## src/hw/occ_pkg.sv

```systemverilog
package occ_pkg;

   // ************************************************************
   // Unlock sequence and reset values
   // ************************************************************
   localparam logic [7:0]  UNLOCK_FIRST    = 8'hE7;
   localparam logic [7:0]  UNLOCK_SECOND   = 8'h18;
   localparam logic [7:0]  PRIMARY_RESET   = 8'hA0;
   localparam logic [7:0]  SECONDARY_RESET = 8'h00;

   // ************************************************************
   // Field positions
   // ************************************************************
   // Primary register: 7 int osc en, 6 ext osc en, 5 wdt osc en,
   // 4 fail det en, 2:0 system clock select
   localparam int INT_EN_BIT     = 7;
   localparam int EXT_EN_BIT     = 6;
   localparam int WDT_EN_BIT     = 5;
   localparam int FAIL_DET_BIT   = 4;
   localparam int SEL_LSB        = 0;
   // Secondary register: 7 secondary osc en
   localparam int SEC_EN_BIT     = 7;

   localparam logic [2:0] SEL_INT = 3'h0;
   localparam logic [2:0] SEL_EXT = 3'h1;
   localparam logic [2:0] SEL_WDT = 3'h3;

   // ************************************************************
   // Timing
   // ************************************************************
   localparam int WDT_FAIL_CYCLES = 8004;
   localparam int CORE_CLK_MHZ    = 100;

   // ************************************************************
   // Types
   // ************************************************************
   typedef enum logic [2:0] {
      LOCK_IDLE   = 3'b001,
      LOCK_FIRST  = 3'b010,
      LOCK_OPEN   = 3'b100
   } occ_lock_type;

   typedef struct packed {
      logic       int_osc_en;
      logic       ext_osc_en;
      logic       wdt_osc_en;
      logic       fail_det_en;
      logic [2:0] sys_sel;
      logic       sec_osc_en;
   } occ_cfg_type;

   typedef struct packed {
      logic       wr;
      logic       sel_secondary;
      logic [7:0] data;
   } occ_wr_type;

endpackage : occ_pkg

```

## src/hw/occ_wdt_fail.sv

```systemverilog
module occ_wdt_fail #(
   parameter int LIMIT = occ_pkg::WDT_FAIL_CYCLES
) (
   input  wire logic core_clk,
   input  wire logic resetn,
   input  wire logic enable,
   input  wire logic wdt_clk_pin,
   output logic      fail
);

   // Counter sized from the limit so a longer limit cannot wrap early
   localparam int CW = $clog2(LIMIT + 1);

   logic          s1_reg;
   logic          s2_reg;
   logic          s3_reg;
   logic [CW-1:0] cnt_reg;
   logic          edge_seen;

   always_ff @(posedge core_clk or negedge resetn) begin
      if (!resetn) begin
         s1_reg <= 1'b0;
         s2_reg <= 1'b0;
         s3_reg <= 1'b0;
      end else begin
         s1_reg <= wdt_clk_pin;
         s2_reg <= s1_reg;
         s3_reg <= s2_reg;
      end
   end

   assign edge_seen = s2_reg & ~s3_reg;

   // Counts system clocks, so latency scales with clock period [RL5]
   always_ff @(posedge core_clk or negedge resetn) begin
      if (!resetn) begin
         cnt_reg <= '0;
         fail    <= 1'b0;
      end else if (!enable || edge_seen) begin
         cnt_reg <= '0;
         fail    <= 1'b0;
      end else if (cnt_reg == CW'(LIMIT - 1)) begin
         fail    <= 1'b1; // [RL5]
      end else begin
         cnt_reg <= cnt_reg + CW'(1);
      end
   end

endmodule : occ_wdt_fail

```

## src/hw/occ_top.sv

```systemverilog
// What this block does
// RL1 - Writes E7H then 18H unlock a control register and are not stored.
// RL2 - Next write after unlock updates the register and relocks.
// RL3 - Any other write sequence leaves register contents unchanged.
// RL4 - Unlock values must come in order; reversed order does not unlock.
// RL5 - Watchdog failure declared after 8004 system clocks without its edge.
// RL6 - Detection off with no working source halts until power-on reset.
// RL7 - Peripheral clock reaches only timers and their noise filters.
// RL8 - Timer on peripheral clock keeps counting in STOP mode.
// RL9 - Software enables secondary oscillator, then selects it in timer.
// RL10 - Registers enable oscillators, failure detection, and select clock.
// RL11 - Software readies watchdog oscillator before selecting it.
// RL12 - Lock state machine starts locked after system reset; only resetn resets it, por_n does not.
module occ_top #(
   parameter int FAIL_CYCLES = occ_pkg::WDT_FAIL_CYCLES
) (
   input  wire logic               core_clk,
   input  wire logic               resetn,
   input  wire logic               por_n,
   input  wire occ_pkg::occ_wr_type bus_wr,
   input  wire logic               wdt_clk_pin,
   input  wire logic               ext_osc_ok,
   input  wire logic               int_osc_ok,
   input  wire logic               stop_mode,
   input  wire logic               timer_periph_sel,
   input  wire logic               periph_clk_pin,
   output logic [7:0]              osc_control_primary,
   output logic [7:0]              osc_control_secondary,
   output occ_pkg::occ_cfg_type    cfg,
   output logic                    wdt_fail,
   output logic                    recover_active,
   output logic                    halted,
   output logic                    timer_periph_tick,
   output logic                    timer_clk_enable
);

   // ************************************************************
   // Unlock state machines, one per register
   // ************************************************************
   occ_pkg::occ_lock_type lock_reg [2];
   logic [1:0]            commit;

   function automatic occ_pkg::occ_lock_type lock_step(
      input occ_pkg::occ_lock_type st,
      input logic [7:0]            d
   );
      occ_pkg::occ_lock_type n;
      n = occ_pkg::LOCK_IDLE;
      case (st)
         occ_pkg::LOCK_IDLE: begin
            n = (d == occ_pkg::UNLOCK_FIRST) ? occ_pkg::LOCK_FIRST
                                              : occ_pkg::LOCK_IDLE;
         end
         occ_pkg::LOCK_FIRST: begin
            // Second write must be 18H; 18H first goes nowhere [RL4]
            if (d == occ_pkg::UNLOCK_SECOND) begin
               n = occ_pkg::LOCK_OPEN;
            end else if (d == occ_pkg::UNLOCK_FIRST) begin
               n = occ_pkg::LOCK_FIRST;
            end else begin
               n = occ_pkg::LOCK_IDLE; // [RL3]
            end
         end
         occ_pkg::LOCK_OPEN: n = occ_pkg::LOCK_IDLE; // [RL2]
         default:            n = occ_pkg::LOCK_IDLE;
      endcase
      return n;
   endfunction : lock_step

   genvar gi;
   generate
      for (gi = 0; gi < 2; gi++) begin : g_lock
         logic hit;
         assign hit = bus_wr.wr && (bus_wr.sel_secondary == 1'(gi));
         // Only the write in the open state stores [RL1] [RL3]
         assign commit[gi] = hit && (lock_reg[gi] == occ_pkg::LOCK_OPEN);
         always_ff @(posedge core_clk or negedge resetn) begin
            if (!resetn) begin
               lock_reg[gi] <= occ_pkg::LOCK_IDLE; // [RL12]
            end else if (hit) begin
               lock_reg[gi] <= lock_step(lock_reg[gi], bus_wr.data);
            end
         end
      end
   endgenerate

   // ************************************************************
   // Control registers
   // ************************************************************
   always_ff @(posedge core_clk or negedge resetn) begin
      if (!resetn) begin
         osc_control_primary <= occ_pkg::PRIMARY_RESET;
      end else if (commit[0]) begin
         osc_control_primary <= bus_wr.data; // [RL2]
      end
   end

   always_ff @(posedge core_clk or negedge resetn) begin
      if (!resetn) begin
         osc_control_secondary <= occ_pkg::SECONDARY_RESET;
      end else if (commit[1]) begin
         osc_control_secondary <= bus_wr.data; // [RL2]
      end
   end

   // Field decode [RL10]
   always_comb begin
      cfg.int_osc_en  = osc_control_primary[occ_pkg::INT_EN_BIT];
      cfg.ext_osc_en  = osc_control_primary[occ_pkg::EXT_EN_BIT];
      cfg.wdt_osc_en  = osc_control_primary[occ_pkg::WDT_EN_BIT];
      cfg.fail_det_en = osc_control_primary[occ_pkg::FAIL_DET_BIT];
      cfg.sys_sel     = osc_control_primary[occ_pkg::SEL_LSB +: 3];
      cfg.sec_osc_en  = osc_control_secondary[occ_pkg::SEC_EN_BIT];
   end

   // ************************************************************
   // Failure detection and recovery
   // ************************************************************
   occ_wdt_fail #(
      .LIMIT       (FAIL_CYCLES)
   ) u_wdt_fail (
      .core_clk    (core_clk),
      .resetn      (resetn),
      .enable      (cfg.fail_det_en & cfg.wdt_osc_en),
      .wdt_clk_pin (wdt_clk_pin),
      .fail        (wdt_fail)
   );

   logic ext_s1_reg, ext_ok_reg, int_s1_reg, int_ok_reg;

   always_ff @(posedge core_clk or negedge resetn) begin
      if (!resetn) begin
         ext_s1_reg <= 1'b0;
         ext_ok_reg <= 1'b0;
         int_s1_reg <= 1'b0;
         int_ok_reg <= 1'b0;
      end else begin
         ext_s1_reg <= ext_osc_ok;
         ext_ok_reg <= ext_s1_reg;
         int_s1_reg <= int_osc_ok;
         int_ok_reg <= int_s1_reg;
      end
   end

   logic any_working;
   assign any_working = (cfg.int_osc_en & int_ok_reg)
                      | (cfg.ext_osc_en & ext_ok_reg)
                      | (cfg.wdt_osc_en & ~wdt_fail);

   // Recovery to internal osc only while detection is enabled
   assign recover_active = cfg.fail_det_en & cfg.int_osc_en
                         & ((cfg.sys_sel == occ_pkg::SEL_WDT & wdt_fail)
                          | (cfg.sys_sel == occ_pkg::SEL_EXT
                             & ~ext_ok_reg));

   // Halt is sticky: system reset cannot clear it, only power-on [RL6]
   always_ff @(posedge core_clk or negedge por_n) begin
      if (!por_n) begin
         halted <= 1'b0;
      end else if (!cfg.fail_det_en && !any_working) begin
         halted <= 1'b1; // [RL6]
      end
   end

   // ************************************************************
   // Peripheral clock, timers only
   // ************************************************************
   logic pc_s1_reg, pc_s2_reg, pc_s3_reg;

   always_ff @(posedge core_clk or negedge resetn) begin
      if (!resetn) begin
         pc_s1_reg <= 1'b0;
         pc_s2_reg <= 1'b0;
         pc_s3_reg <= 1'b0;
      end else begin
         pc_s1_reg <= periph_clk_pin;
         pc_s2_reg <= pc_s1_reg;
         pc_s3_reg <= pc_s2_reg;
      end
   end

   // Single output feeds timer and filter only [RL7]
   always_ff @(posedge core_clk or negedge resetn) begin
      if (!resetn) begin
         timer_periph_tick <= 1'b0;
      end else begin
         timer_periph_tick <= cfg.sec_osc_en & timer_periph_sel
                            & pc_s2_reg & ~pc_s3_reg; // [RL7]
      end
   end

   // Stop mode gates the timer unless it runs on the peripheral clock
   assign timer_clk_enable = ~stop_mode
                           | (timer_periph_sel & cfg.sec_osc_en); // [RL8]

endmodule : occ_top

```

## config.mk

```make
export PLATFORM = sky130hd
export DESIGN_NAME = occ_top
export DESIGN_NICKNAME = d
export VERILOG_FILES = /design/src/hw/occ_pkg.sv /design/src/hw/occ_wdt_fail.sv /design/src/hw/occ_top.sv
export SDC_FILE = /design/constraint.sdc
export NUM_CORES = 1
export LEC_CHECK = 0
export ABC_AREA = 1
export ABC_CLOCK_PERIOD_IN_PS = 1600
export BUFFER_PORTS_ARGS = -buffer_cell sky130_fd_sc_hd__buf_2
export CELL_PAD_IN_SITES_DETAIL_PLACEMENT = 0
export CELL_PAD_IN_SITES_GLOBAL_PLACEMENT = 1
export CORE_UTILIZATION = 41
export CTS_CLUSTER_SIZE = 12
export DETAILED_ROUTE_END_ITERATION = 8
export GPL_TIMING_DRIVEN = 0
export HOLD_SLACK_MARGIN = 0.12
export PLACE_DENSITY_LB_ADDON = 0.25
export SETUP_SLACK_MARGIN = 0.15
export SLEW_MARGIN = 30
export SYNTH_ARGS = -nofsm -noshare
export SYNTH_HDL_FRONTEND = slang
export SYNTH_SLANG_ARGS = --single-unit
```

## constraint.sdc

```tcl
create_clock -name core_clk -period 1.6 [get_ports core_clk]
set_input_delay 0.32 -clock core_clk [delete_from_list [all_inputs] [get_ports core_clk]]
set_output_delay 0.32 -clock core_clk [all_outputs]
set_load 0.03 [all_outputs]
```

# ---- Yosys cells after proc, flatten, opt, wreduce, memory -nomap -nowiden
# Index checks and enable logic that the tools add are counted.
dict set report classes {
  n_addsub 1
  eq_ne 12
  n_mux 8
  bitwise 22
  reduce_logical 10
}
# cell count
set op_table {}
lappend op_table {{13-bit two-way mux} 2}
lappend op_table {{13-bit by 1-bit adder with 13-bit output, second input constant} 1}
lappend op_table {{13-bit == test, second input constant} 1}
lappend op_table {{1-bit AND} 12}
lappend op_table {{3-bit one-hot mux with 2 select lines} 2}
lappend op_table {{3-bit by 1-bit == test with 1-bit output, second input constant} 3}
lappend op_table {{3-bit by 2-bit == test with 1-bit output, second input constant} 3}
lappend op_table {{8-bit by 5-bit == test with 1-bit output, second input constant} 1}
lappend op_table {{8-bit == test, second input constant} 1}
lappend op_table {{3-bit == test, second input constant} 2}
lappend op_table {{1-bit NOT} 6}
lappend op_table {{1-bit logical AND} 5}
lappend op_table {{1-bit bitwise OR} 4}
lappend op_table {{1-bit logical NOT} 3}
lappend op_table {{3-bit two-way mux} 1}
lappend op_table {{1-bit two-way mux} 2}
lappend op_table {{2-bit two-way mux} 1}
lappend op_table {{2-bit by 1-bit inequality test with 1-bit output, second input constant} 1}
lappend op_table {{2-bit nonzero test} 1}
lappend op_table {{1-bit logical OR} 1}
dict set report word_totals {
  input_bits 19
  reg_bits 48
  elab_cells 71
  out_inout_bits 29
}

# ---- Longest topological paths before layout
# Gate-level depths: netlist of run 1.
dict set report depth {
  ltp_word 5
  depth_mapped 8
  mapped_depth_nobuf 8
}

# ---- Modules after synthesis
# A second synthesis of run 1 with hierarchy kept.
dict set report hier_totals {
  hier_cells 258
  hier_area_um2 2248.4
}
# mod area_each_um2 instances seq_area_each_um2 cells_each
set modules_own_cells {}
lappend modules_own_cells {occ_top 1403.8 1 780.7 149}
lappend modules_own_cells {occ_wdt_fail 844.6 1 425.4 109}

# ---- Least setup slack after synthesis of run 1
# Ideal clock, no wire load.
dict set report synth_path {
  path_kind {register -> output}
  start {reg osc_control_primary[7]}
  end {out recover_active}
  setup_slack_ns -0.391
  arrival_ns 1.671
  path_buffers 0
  stages_incl_launch_ff 3
  required_time_ns 1.280
  path_cell_list {dfstp_2 nand2_1 nor4_1}
}
dict set report synth_via {
  elab_chain_cells 2
}
# element line
set synth_rtl {}
lappend synth_rtl {{start, declared} occ_top.sv:27} ;# output logic [7:0] osc_control_primary,
lappend synth_rtl {{start signal, assigned} occ_top.sv:92} ;# osc_control_primary <= occ_pkg::PRIMARY_RESET;
lappend synth_rtl {{start signal, assigned} occ_top.sv:94} ;# osc_control_primary <= bus_wr.data;
lappend synth_rtl {{1-bit AND} occ_top.sv:151} ;# assign recover_active = cfg.fail_det_en & cfg.int_osc_en
lappend synth_rtl {{1-bit AND} occ_top.sv:152} ;# & ((cfg.sys_sel == occ_pkg::SEL_WDT & wdt_fail)
lappend synth_rtl {{end, declared} occ_top.sv:31} ;# output logic recover_active,
# Every way passes these cells.

# ---- Worst setup path in the final report of run 1
dict set report layout_path {
  start {reg osc_control_primary[1]}
  end {out recover_active}
}
dict set report layout_via {
  elab_chain_cells 4
  elab_cells_between_ends 6
  classes_between {2 x eq/ne; 4 x bitwise}
}
# element line
set layout_rtl {}
lappend layout_rtl {{3-bit by 2-bit == test with 1-bit output / 3-bit by 1-bit == test with 1-bit output (equally long branches)} {occ_top.sv:152, occ_top.sv:153}}
lappend layout_rtl {{1-bit AND (on tied branches)} {occ_top.sv:152, occ_top.sv:154}}
lappend layout_rtl {{1-bit bitwise OR (*)} occ_top.sv:153} ;# | (cfg.sys_sel == occ_pkg::SEL_EXT
lappend layout_rtl {{1-bit AND (*)} occ_top.sv:152}
# Mark *: on every way between the ends. The rest lies on a longest branch, timed or not.

==> impl_metrics.py, run 1 <==
metrics = {
    "outcome": {
        "status": "complete, but fails checks",
        "failed_checks": "setup timing",
    },
    "global_route": {
        "grt.overflow.total": 0,
        "met3_usage_pct": 3.529,
        "grt_usage_pct": 18.29,
        "grt.busiest_layer": "met2",
        "grt_start_max_net_pins": 48,
        "grt_pass1_vias": 1868,
        "use_met1_pct": 23.06,
        "antenna_found_initial": 0,
        "grt_use_met2_pct": 30.35,
        "grt_first_pass_wirelength_um": 8569,
    },
    "place": {
        "io_buffer_count": 47,
        "routabilityCongestion": 0.7361,
        "post-dp-hpwl_um": 3468,
        "pre_cts_ws_ps": 193.8,
    },
    "logic_synthesis": {
        "ys_ff_latch": 48,
        "synth-seq-area-share_pct": 51.39,
        "synthCells": 259,
        "synth_cell_type_count": 32,
        "synth_edf_count": 0,
        "async_flop_share_pct": 100.0,
        "yosysTopAreaCellShare_pct": 46.91,
        "avgSynthCellArea_um2": 9.063,
        "synth_top_flop_cell": "dfrtp_1",
        "synth_largest_area_cell": "dfrtp_1",
        "synth_area_um2": 2347,
        "yosys_warnings": 0,
        "synth.most_common_cell": "nand2_1",
        "synth.area.top_cells": "dfrtp_1 (47%), nand2_1 (9.8%), o21ai_2 (6.0%), dfstp_2 (4.5%), inv_1 (4.2%)",
        "synth_fp_nets": 279,
        "ys_top_cells_by_count": "nand2_1 (61), dfrtp_1 (44), inv_1 (26), nor2_1 (19), o21ai_2 (16)",
    },
    "cts": {
        "h-tree-depth": 2,
        "clk_latency_ps": 300,
        "cts_tree": "done",
        "cts.sinks": 48,
        "numCtsBuffers": 5,
        "root_buffer": "clkbuf_8",
        "clk_pin_slew_worst_paths_ps": 90,
        "clock_path_buffers": 2,
    },
    "critical_path": {
        "max_stage_delay_ps": 460,
        "critPathTopFamily": "flip-flops",
        "path_cells": "nand2_2, o21ai_2, nor4_4, buf_6",
        "cp_num_buf_inv": 1,
        "endpoint_kind": "primary output",
        "crit_fanout": 5,
        "cp.arrival_ps": 1290,
        "crit_slowest_cell": "dfrtp_2",
        "crit_type": "reg -> out",
        "crit_required_ps": 1280,
        "startpoint_type": "flip-flop",
    },
    "run": {
        "maxCapViolCount": 0,
    },
    "power": {
        "ir_worst_vdd_uv": 503.1,
        "cellLeakagePower_nw": 1.425,
        "p_per_area_nw_per_um2": 739.8,
    },
    "route": {
        "drt_drc_violations_left": 0,
        "wl_per_cell_um": 12.32,
        "vias": 1897,
        "first_pass_iters": 4,
        "viasPerCell": 4.731,
        "routed_wirelength_um": 4942,
        "drt-initial-drc-count": 53,
        "ant_nets": 0,
    },
    "sta": {
        "finalMaxSlewViolations": 0,
        "max_freq_mhz": 621.1,
        "tns_ps": -10.10,
        "post-route-period-util_pct": 100.6,
        "final.setup.worst_slack_ps": -10.10,
        "rsz0062_at_grt": "true",
        "final_hold_viol_count": 0,
        "finalSetupViolCount": 1,
        "finClkSkew_ps": 6.495,
        "fin_crit_ps": 1610,
        "tightest_slew_ps": 603.4,
        "slew_headroom_pct": 59.77,
    },
    "floorplan": {
        "io_pins": 48,
        "start_util_pct": 42.63,
        "core_um2": 5507,
        "die_area_um2": 6032,
        "die_w_um": 77.67,
        "fp.dieH_um": 77.67,
        "rows": 27,
    },
    "layout": {
        "area_delta_synth_final_pct": 27.03,
        "drive_above_1_share_pct": 40.43,
        "largest_register_ffs": 13,
        "diodes": 0,
        "layout.nets": 348,
    },
    "worst_hold_path": {
        "hp-class": "in -> reg",
    },
}
-- final cells by class --
cell class                 instances  area [um^2]
multi-input combinational        168        972.2
clock inverter                     1        5.005
clock buffer                       7        76.32
fill                             510         2525
inverter                          32        126.4
sequential                        48         1210
buffer                            11        97.59
timing repair buffer              62        404.1
tap                               72        90.09
-- per-stage QoR --
stage | util, % | std cells | hold slack [ps] | total power, mW | area, um^2
global route | 54.15 | 401 | 263.4 | 2.291 | 2982
floorplan | - | 259 | 24.41 | 1.399 | 2362
finish | 54.15 | 401 | 257.8 | 2.206 | 2982
global placement | 48.81 | 378 | 95.07 | 1.485 | 2688
detailed placement | 48.85 | 378 | 95.31 | 1.487 | 2690
CTS | 52.28 | 394 | 256.2 | 2.211 | 2879
-- routing by layer --
| metal | vias to the layer above | share of wire, % | wire (um) |
|---|---|---|---|
| li1 | 961 | - | - |
| met1 | 887 | 45 | 2224 |
| met2 | 36 | 49 | 2429 |
| met3 | 13 | 2.9 | 145 |
| met4 | 0 | 2.9 | 142 |
| met5 | - | 0 | 0 |
-- tightest hold or removal path, cell delays in order --
cell and delay [ps]:
buf_2 110, inv_2 80, o21ai_2 60
-- kinds of logic (layout without fill, tap and decap cells) --
group	Yosys count	count (layout)	synth area share (%)
AO/OA/AOI/OAI	37	37	11.03
adder cells (fa/ha/maj)	1	1	0.5330
buffers and inverters	43	113	8.955
flip-flops	48	48	51.39
AND/OR/NAND/NOR	130	130	28.09
-- layout by cell type (no fill, tap or decap), types with 3 or more instances in the layout --
cell type      synthesis  final
a21oi_1                9      9
buf_2                  1     41
buf_4                  8     14
buf_6                  2     11
clkbuf_8               0      5
dfrtp_1               44     41
dfrtp_2                0      3
dfstp_2                4      4
dlygate4sd3_1          0      6
inv_1                 26     26
inv_2                  4      4
nand2_1               61     59
nand2_2                9     11
nand3_1               15     14
nand4_1                7      7
nor2_1                19     19
nor2_2                 5      5
nor2_4                 4      4
o21ai_0                5      4
o21ai_1                3      3
o21ai_2               16     17
-- report_power, final --
part	internal (mW)	total, mW	switching, mW
logic	0.0972	0.244	0.147
clock network	0.307	0.702	0.394
registers	1.24	1.26	0.0199
total	1.65	2.21	0.561
-- final timing paths --
check | start | endpoint | slack [ps] | cells after the start
setup reg to reg | u_wdt_fail.cnt_reg[0] | u_wdt_fail.cnt_reg[0] | 270 | 7
hold reg to reg | u_wdt_fail.s1_reg | u_wdt_fail.s2_reg | 350 | 0
hold / removal | bus_wr[5] | osc_control_primary[5] | 260 | 3
max in group asynchronous | resetn | osc_control_primary[2] | 600 | 2
setup / recovery | osc_control_primary[1] | recover_active | -10 | 4
min in group asynchronous | por_n | halted | 340 | 2
-- timing repair --
action | 4_1_cts | 5_1_grt
hold endpoints to repair | 48 | 0
buffers inserted | 2 | 7
pin swaps | 0 | 3
hold buffers | 6 | 0
gates resized for setup | 11 | 15
endpoints found under the setup margin | 4 | 13
No activity file was read; power rests on OpenSTA's default activity.
==> run 2, diff against run 1 <==
--- a/config.mk
+++ b/config.mk
@@ -5,18 +5,17 @@
 export SDC_FILE = /design/constraint.sdc
 export NUM_CORES = 1
 export LEC_CHECK = 0
-export ABC_AREA = 1
+export ABC_AREA = 0
 export ABC_CLOCK_PERIOD_IN_PS = 1600
 export BUFFER_PORTS_ARGS = -buffer_cell sky130_fd_sc_hd__buf_2
 export CELL_PAD_IN_SITES_DETAIL_PLACEMENT = 0
 export CELL_PAD_IN_SITES_GLOBAL_PLACEMENT = 1
-export CORE_UTILIZATION = 41
-export CTS_CLUSTER_SIZE = 12
+export CORE_UTILIZATION = 42
 export DETAILED_ROUTE_END_ITERATION = 8
 export GPL_TIMING_DRIVEN = 0
 export HOLD_SLACK_MARGIN = 0.12
 export PLACE_DENSITY_LB_ADDON = 0.25
-export SETUP_SLACK_MARGIN = 0.15
+export SETUP_SLACK_MARGIN = 0.1
 export SLEW_MARGIN = 30
 export SYNTH_ARGS = -nofsm -noshare
 export SYNTH_HDL_FRONTEND = slang
==> run 2 against run 1 <==
Effect of this change:
- register-to-register slack lost 60 ps
- highest routed layer unchanged
- critical path type unchanged
- first-iteration DRC count grew 11%
- count of clock-buffer cells in the layout shrank 1
- the flow now finishes without violations
- total power grew 1.0%
- hold slack lost 120 ps
- utilization grew 2.8 points
- critical path depth shrank 1
==> impl_metrics.py, run 2 <==
metrics = {
    "layout": {
        "final_core_util_pct": 56.98,
        "drive_above_1_share_pct": 44.35,
        "layout.nets": 258,
        "finalNonFillerCells": 306,
        "largest_register_ffs": 13,
        "final_common_cell": "dfrtp_1",
        "final_cell_mix": "dfrtp_1 (44), buf_2 (42), buf_4 (22), mux2_2 (16), nor2_1 (13)",
        "area_delta_synth_final_pct": 29.89,
        "diodes": 0,
    },
    "cts": {
        "clk_latency_ps": 300,
        "h-tree-depth": 2,
        "cts_tree": "done",
        "root_buffer": "clkbuf_8",
        "clock_path_buffers": 2,
        "clk_pin_slew_worst_paths_ps": 90,
        "numCtsBuffers": 5,
        "cts.sinks": 48,
    },
    "floorplan": {
        "core_um2": 4723,
        "fp.dieH_um": 72.24,
        "die_w_um": 72.24,
        "rows": 25,
        "die_area_um2": 5218,
        "io_pins": 48,
        "start_util_pct": 43.87,
    },
    "critical_path": {
        "reg2regPathDepth": 4,
        "reg2reg_slack_ps": 210,
        "cp.arrival_ps": 1250,
        "startpoint": "osc_control_primary[7]",
        "path_cells": "nand4b_1, nor2_2, buf_6",
        "regToRegEndpoint": "u_wdt_fail.cnt_reg[8]",
        "r2r-start": "u_wdt_fail.cnt_reg[5]",
        "max_stage_delay_ps": 560,
        "endpoint_kind": "primary output",
        "crit_slowest_cell": "dfstp_2",
        "crit_fanout": 3,
        "crit_required_ps": 1280,
        "startpoint_type": "flip-flop",
        "crit_type": "reg -> out",
    },
    "sta": {
        "tns_ps": 0,
        "finalMaxSlewViolations": 0,
        "final_hold_viol_count": 0,
        "max_freq_mhz": 638.2,
        "post-route-period-util_pct": 97.94,
        "slew_headroom_pct": 60.78,
        "rsz0062_at_grt": "true",
        "whs_ps": 134.3,
        "finalSetupViolCount": 0,
        "fin_crit_ps": 1567,
        "finClkSkew_ps": 5.328,
        "tightest_slew_ps": 588.4,
    },
    "worst_hold_path": {
        "min_to": "pc_s1_reg",
        "hold_depth": 1,
        "hp-start": "periph_clk_pin",
        "hp-class": "in -> reg",
    },
    "route": {
        "first_pass_iters": 4,
        "routed_wirelength_um": 4279,
        "wl_per_cell_um": 13.98,
        "drt-initial-drc-count": 59,
        "ant_nets": 0,
        "vias": 1549,
        "viasPerCell": 5.062,
        "drt_drc_violations_left": 0,
    },
    "logic_synthesis": {
        "synth_top_flop_cell": "dfrtp_1",
        "ys_ff_latch": 48,
        "synth-seq-area-share_pct": 58.21,
        "synth_cell_type_count": 36,
        "synth.area.top_cells": "dfrtp_1 (53%), mux2_2 (8.7%), dfstp_2 (5.1%), xnor2_1 (3.0%), buf_4 (2.9%)",
        "synth.most_common_cell": "dfrtp_1",
        "synthCells": 168,
        "yosys_warnings": 0,
        "synth_edf_count": 0,
        "avgSynthCellArea_um2": 12.33,
        "async_flop_share_pct": 100.0,
        "synth_fp_nets": 188,
        "synth_largest_area_cell": "dfrtp_1",
        "ys_top_cells_by_count": "dfrtp_1 (44), mux2_2 (16), nor2_1 (14), nand2_1 (10)",
        "synth_area_um2": 2072,
        "yosysTopAreaCellShare_pct": 53.14,
    },
    "global_route": {
        "grt_usage_pct": 18.05,
        "antenna_found_initial": 0,
        "grt.overflow.total": 0,
        "grt_pass1_vias": 1579,
        "grt_start_max_net_pins": 48,
        "grt_first_pass_wirelength_um": 7169,
    },
    "place": {
        "dp.cells": 282,
        "post-dp-hpwl_um": 2951,
        "routabilityCongestion": 0.7227,
        "io_buffer_count": 47,
    },
    "run": {
        "maxCapViolCount": 0,
    },
    "outcome": {
        "status": "finished clean",
    },
    "power": {
        "p_per_area_nw_per_um2": 828.1,
        "cellLeakagePower_nw": 1.298,
        "ir_worst_vdd_uv": 620.7,
    },
}
run 2: cell types whose count changed in the layout (fill, tap and decap cells not counted), moves of 7 or more:
cell,delta
nand2_2,-11
inv_1,-21
buf_6,-9
nand2_1,-49
buf_4,+8
nand3_1,-12
mux2_2,+16
xnor2_1,+7
o21ai_2,-17
run 2: power breakdown:
part	leakage [nW]	internal, mW	switching (mW)
sequential	0.628	1.23	0.00488
clock	0.0614	0.511	0.402
combinational	0.609	0.0329	0.0520
run 2: cells by family after synthesis:
| kind of cell | after synthesis | synth area share, % |
|---|---|---|
| compound gates | 20 | 6.099 |
| simple gates | 60 | 18.54 |
| xor+xnor | 8 | 3.382 |
| fa+ha+maj | 1 | 0.6038 |
| flops | 48 | 58.21 |
| buf+inv | 14 | 3.986 |
| mux | 17 | 9.179 |
run 2: cell type report:
type                    count  area (um^2)
fillers                   415         2032
flip-flops and latches     48         1206
multi-input cells         106        808.3
repair buffers             63        387.9
well taps                  67        83.83
clock buffers               6        82.58
plain buffers               9        65.06
clock inverters             2        38.79
inverters                   5        18.77
run 2: worst max path at each step:
stage,slack [ps],to,depth (start not counted)
2_1_floorplan,110,osc_control_primary[0],3
3_3_place_gp,-170,osc_control_primary[3],4
3_5_place_dp,-220,osc_control_primary[2],4
4_1_cts,30,recover_active,3
5_1_grt,-20,recover_active,3
6_report,30,recover_active,3
run 2: per-layer routing:
metal / part of all wire, % / track usage (%)
met3: 4.1 / 4.861
met1: 43 / 21.21
met2: 52 / 31.98
met4: 1.2 / 5.882
met5: 0 / 0
run 2: stage by stage:
stage | total power, mW | worst slack [ps] | cell area, um^2
after floorplan | 1.272 | 109.2 | 2077
after global placement | 1.328 | -166.8 | 2396
after detailed placement | 1.332 | -216.5 | 2399
after CTS | 2.260 | 26.88 | 2623
after global routing | 2.311 | -24.79 | 2691
final | 2.229 | 33.02 | 2691
run 2: timing repair:
| action | CTS | global route |
|---|---|---|
| setup buffers | 5 | 6 |
| pin swaps | 4 | 3 |
| hold buffers | 5 | 0 |
| resized for setup | 4 | 11 |
| endpoints found under the setup margin | 21 | 14 |
| endpoints found under the hold margin | 47 | 0 |
run 2: critical path: cells and delay by family (launching register included):
family	cells	cell delay [ps]
flops	1	560
buf+inv	1	140
simple gates	2	250
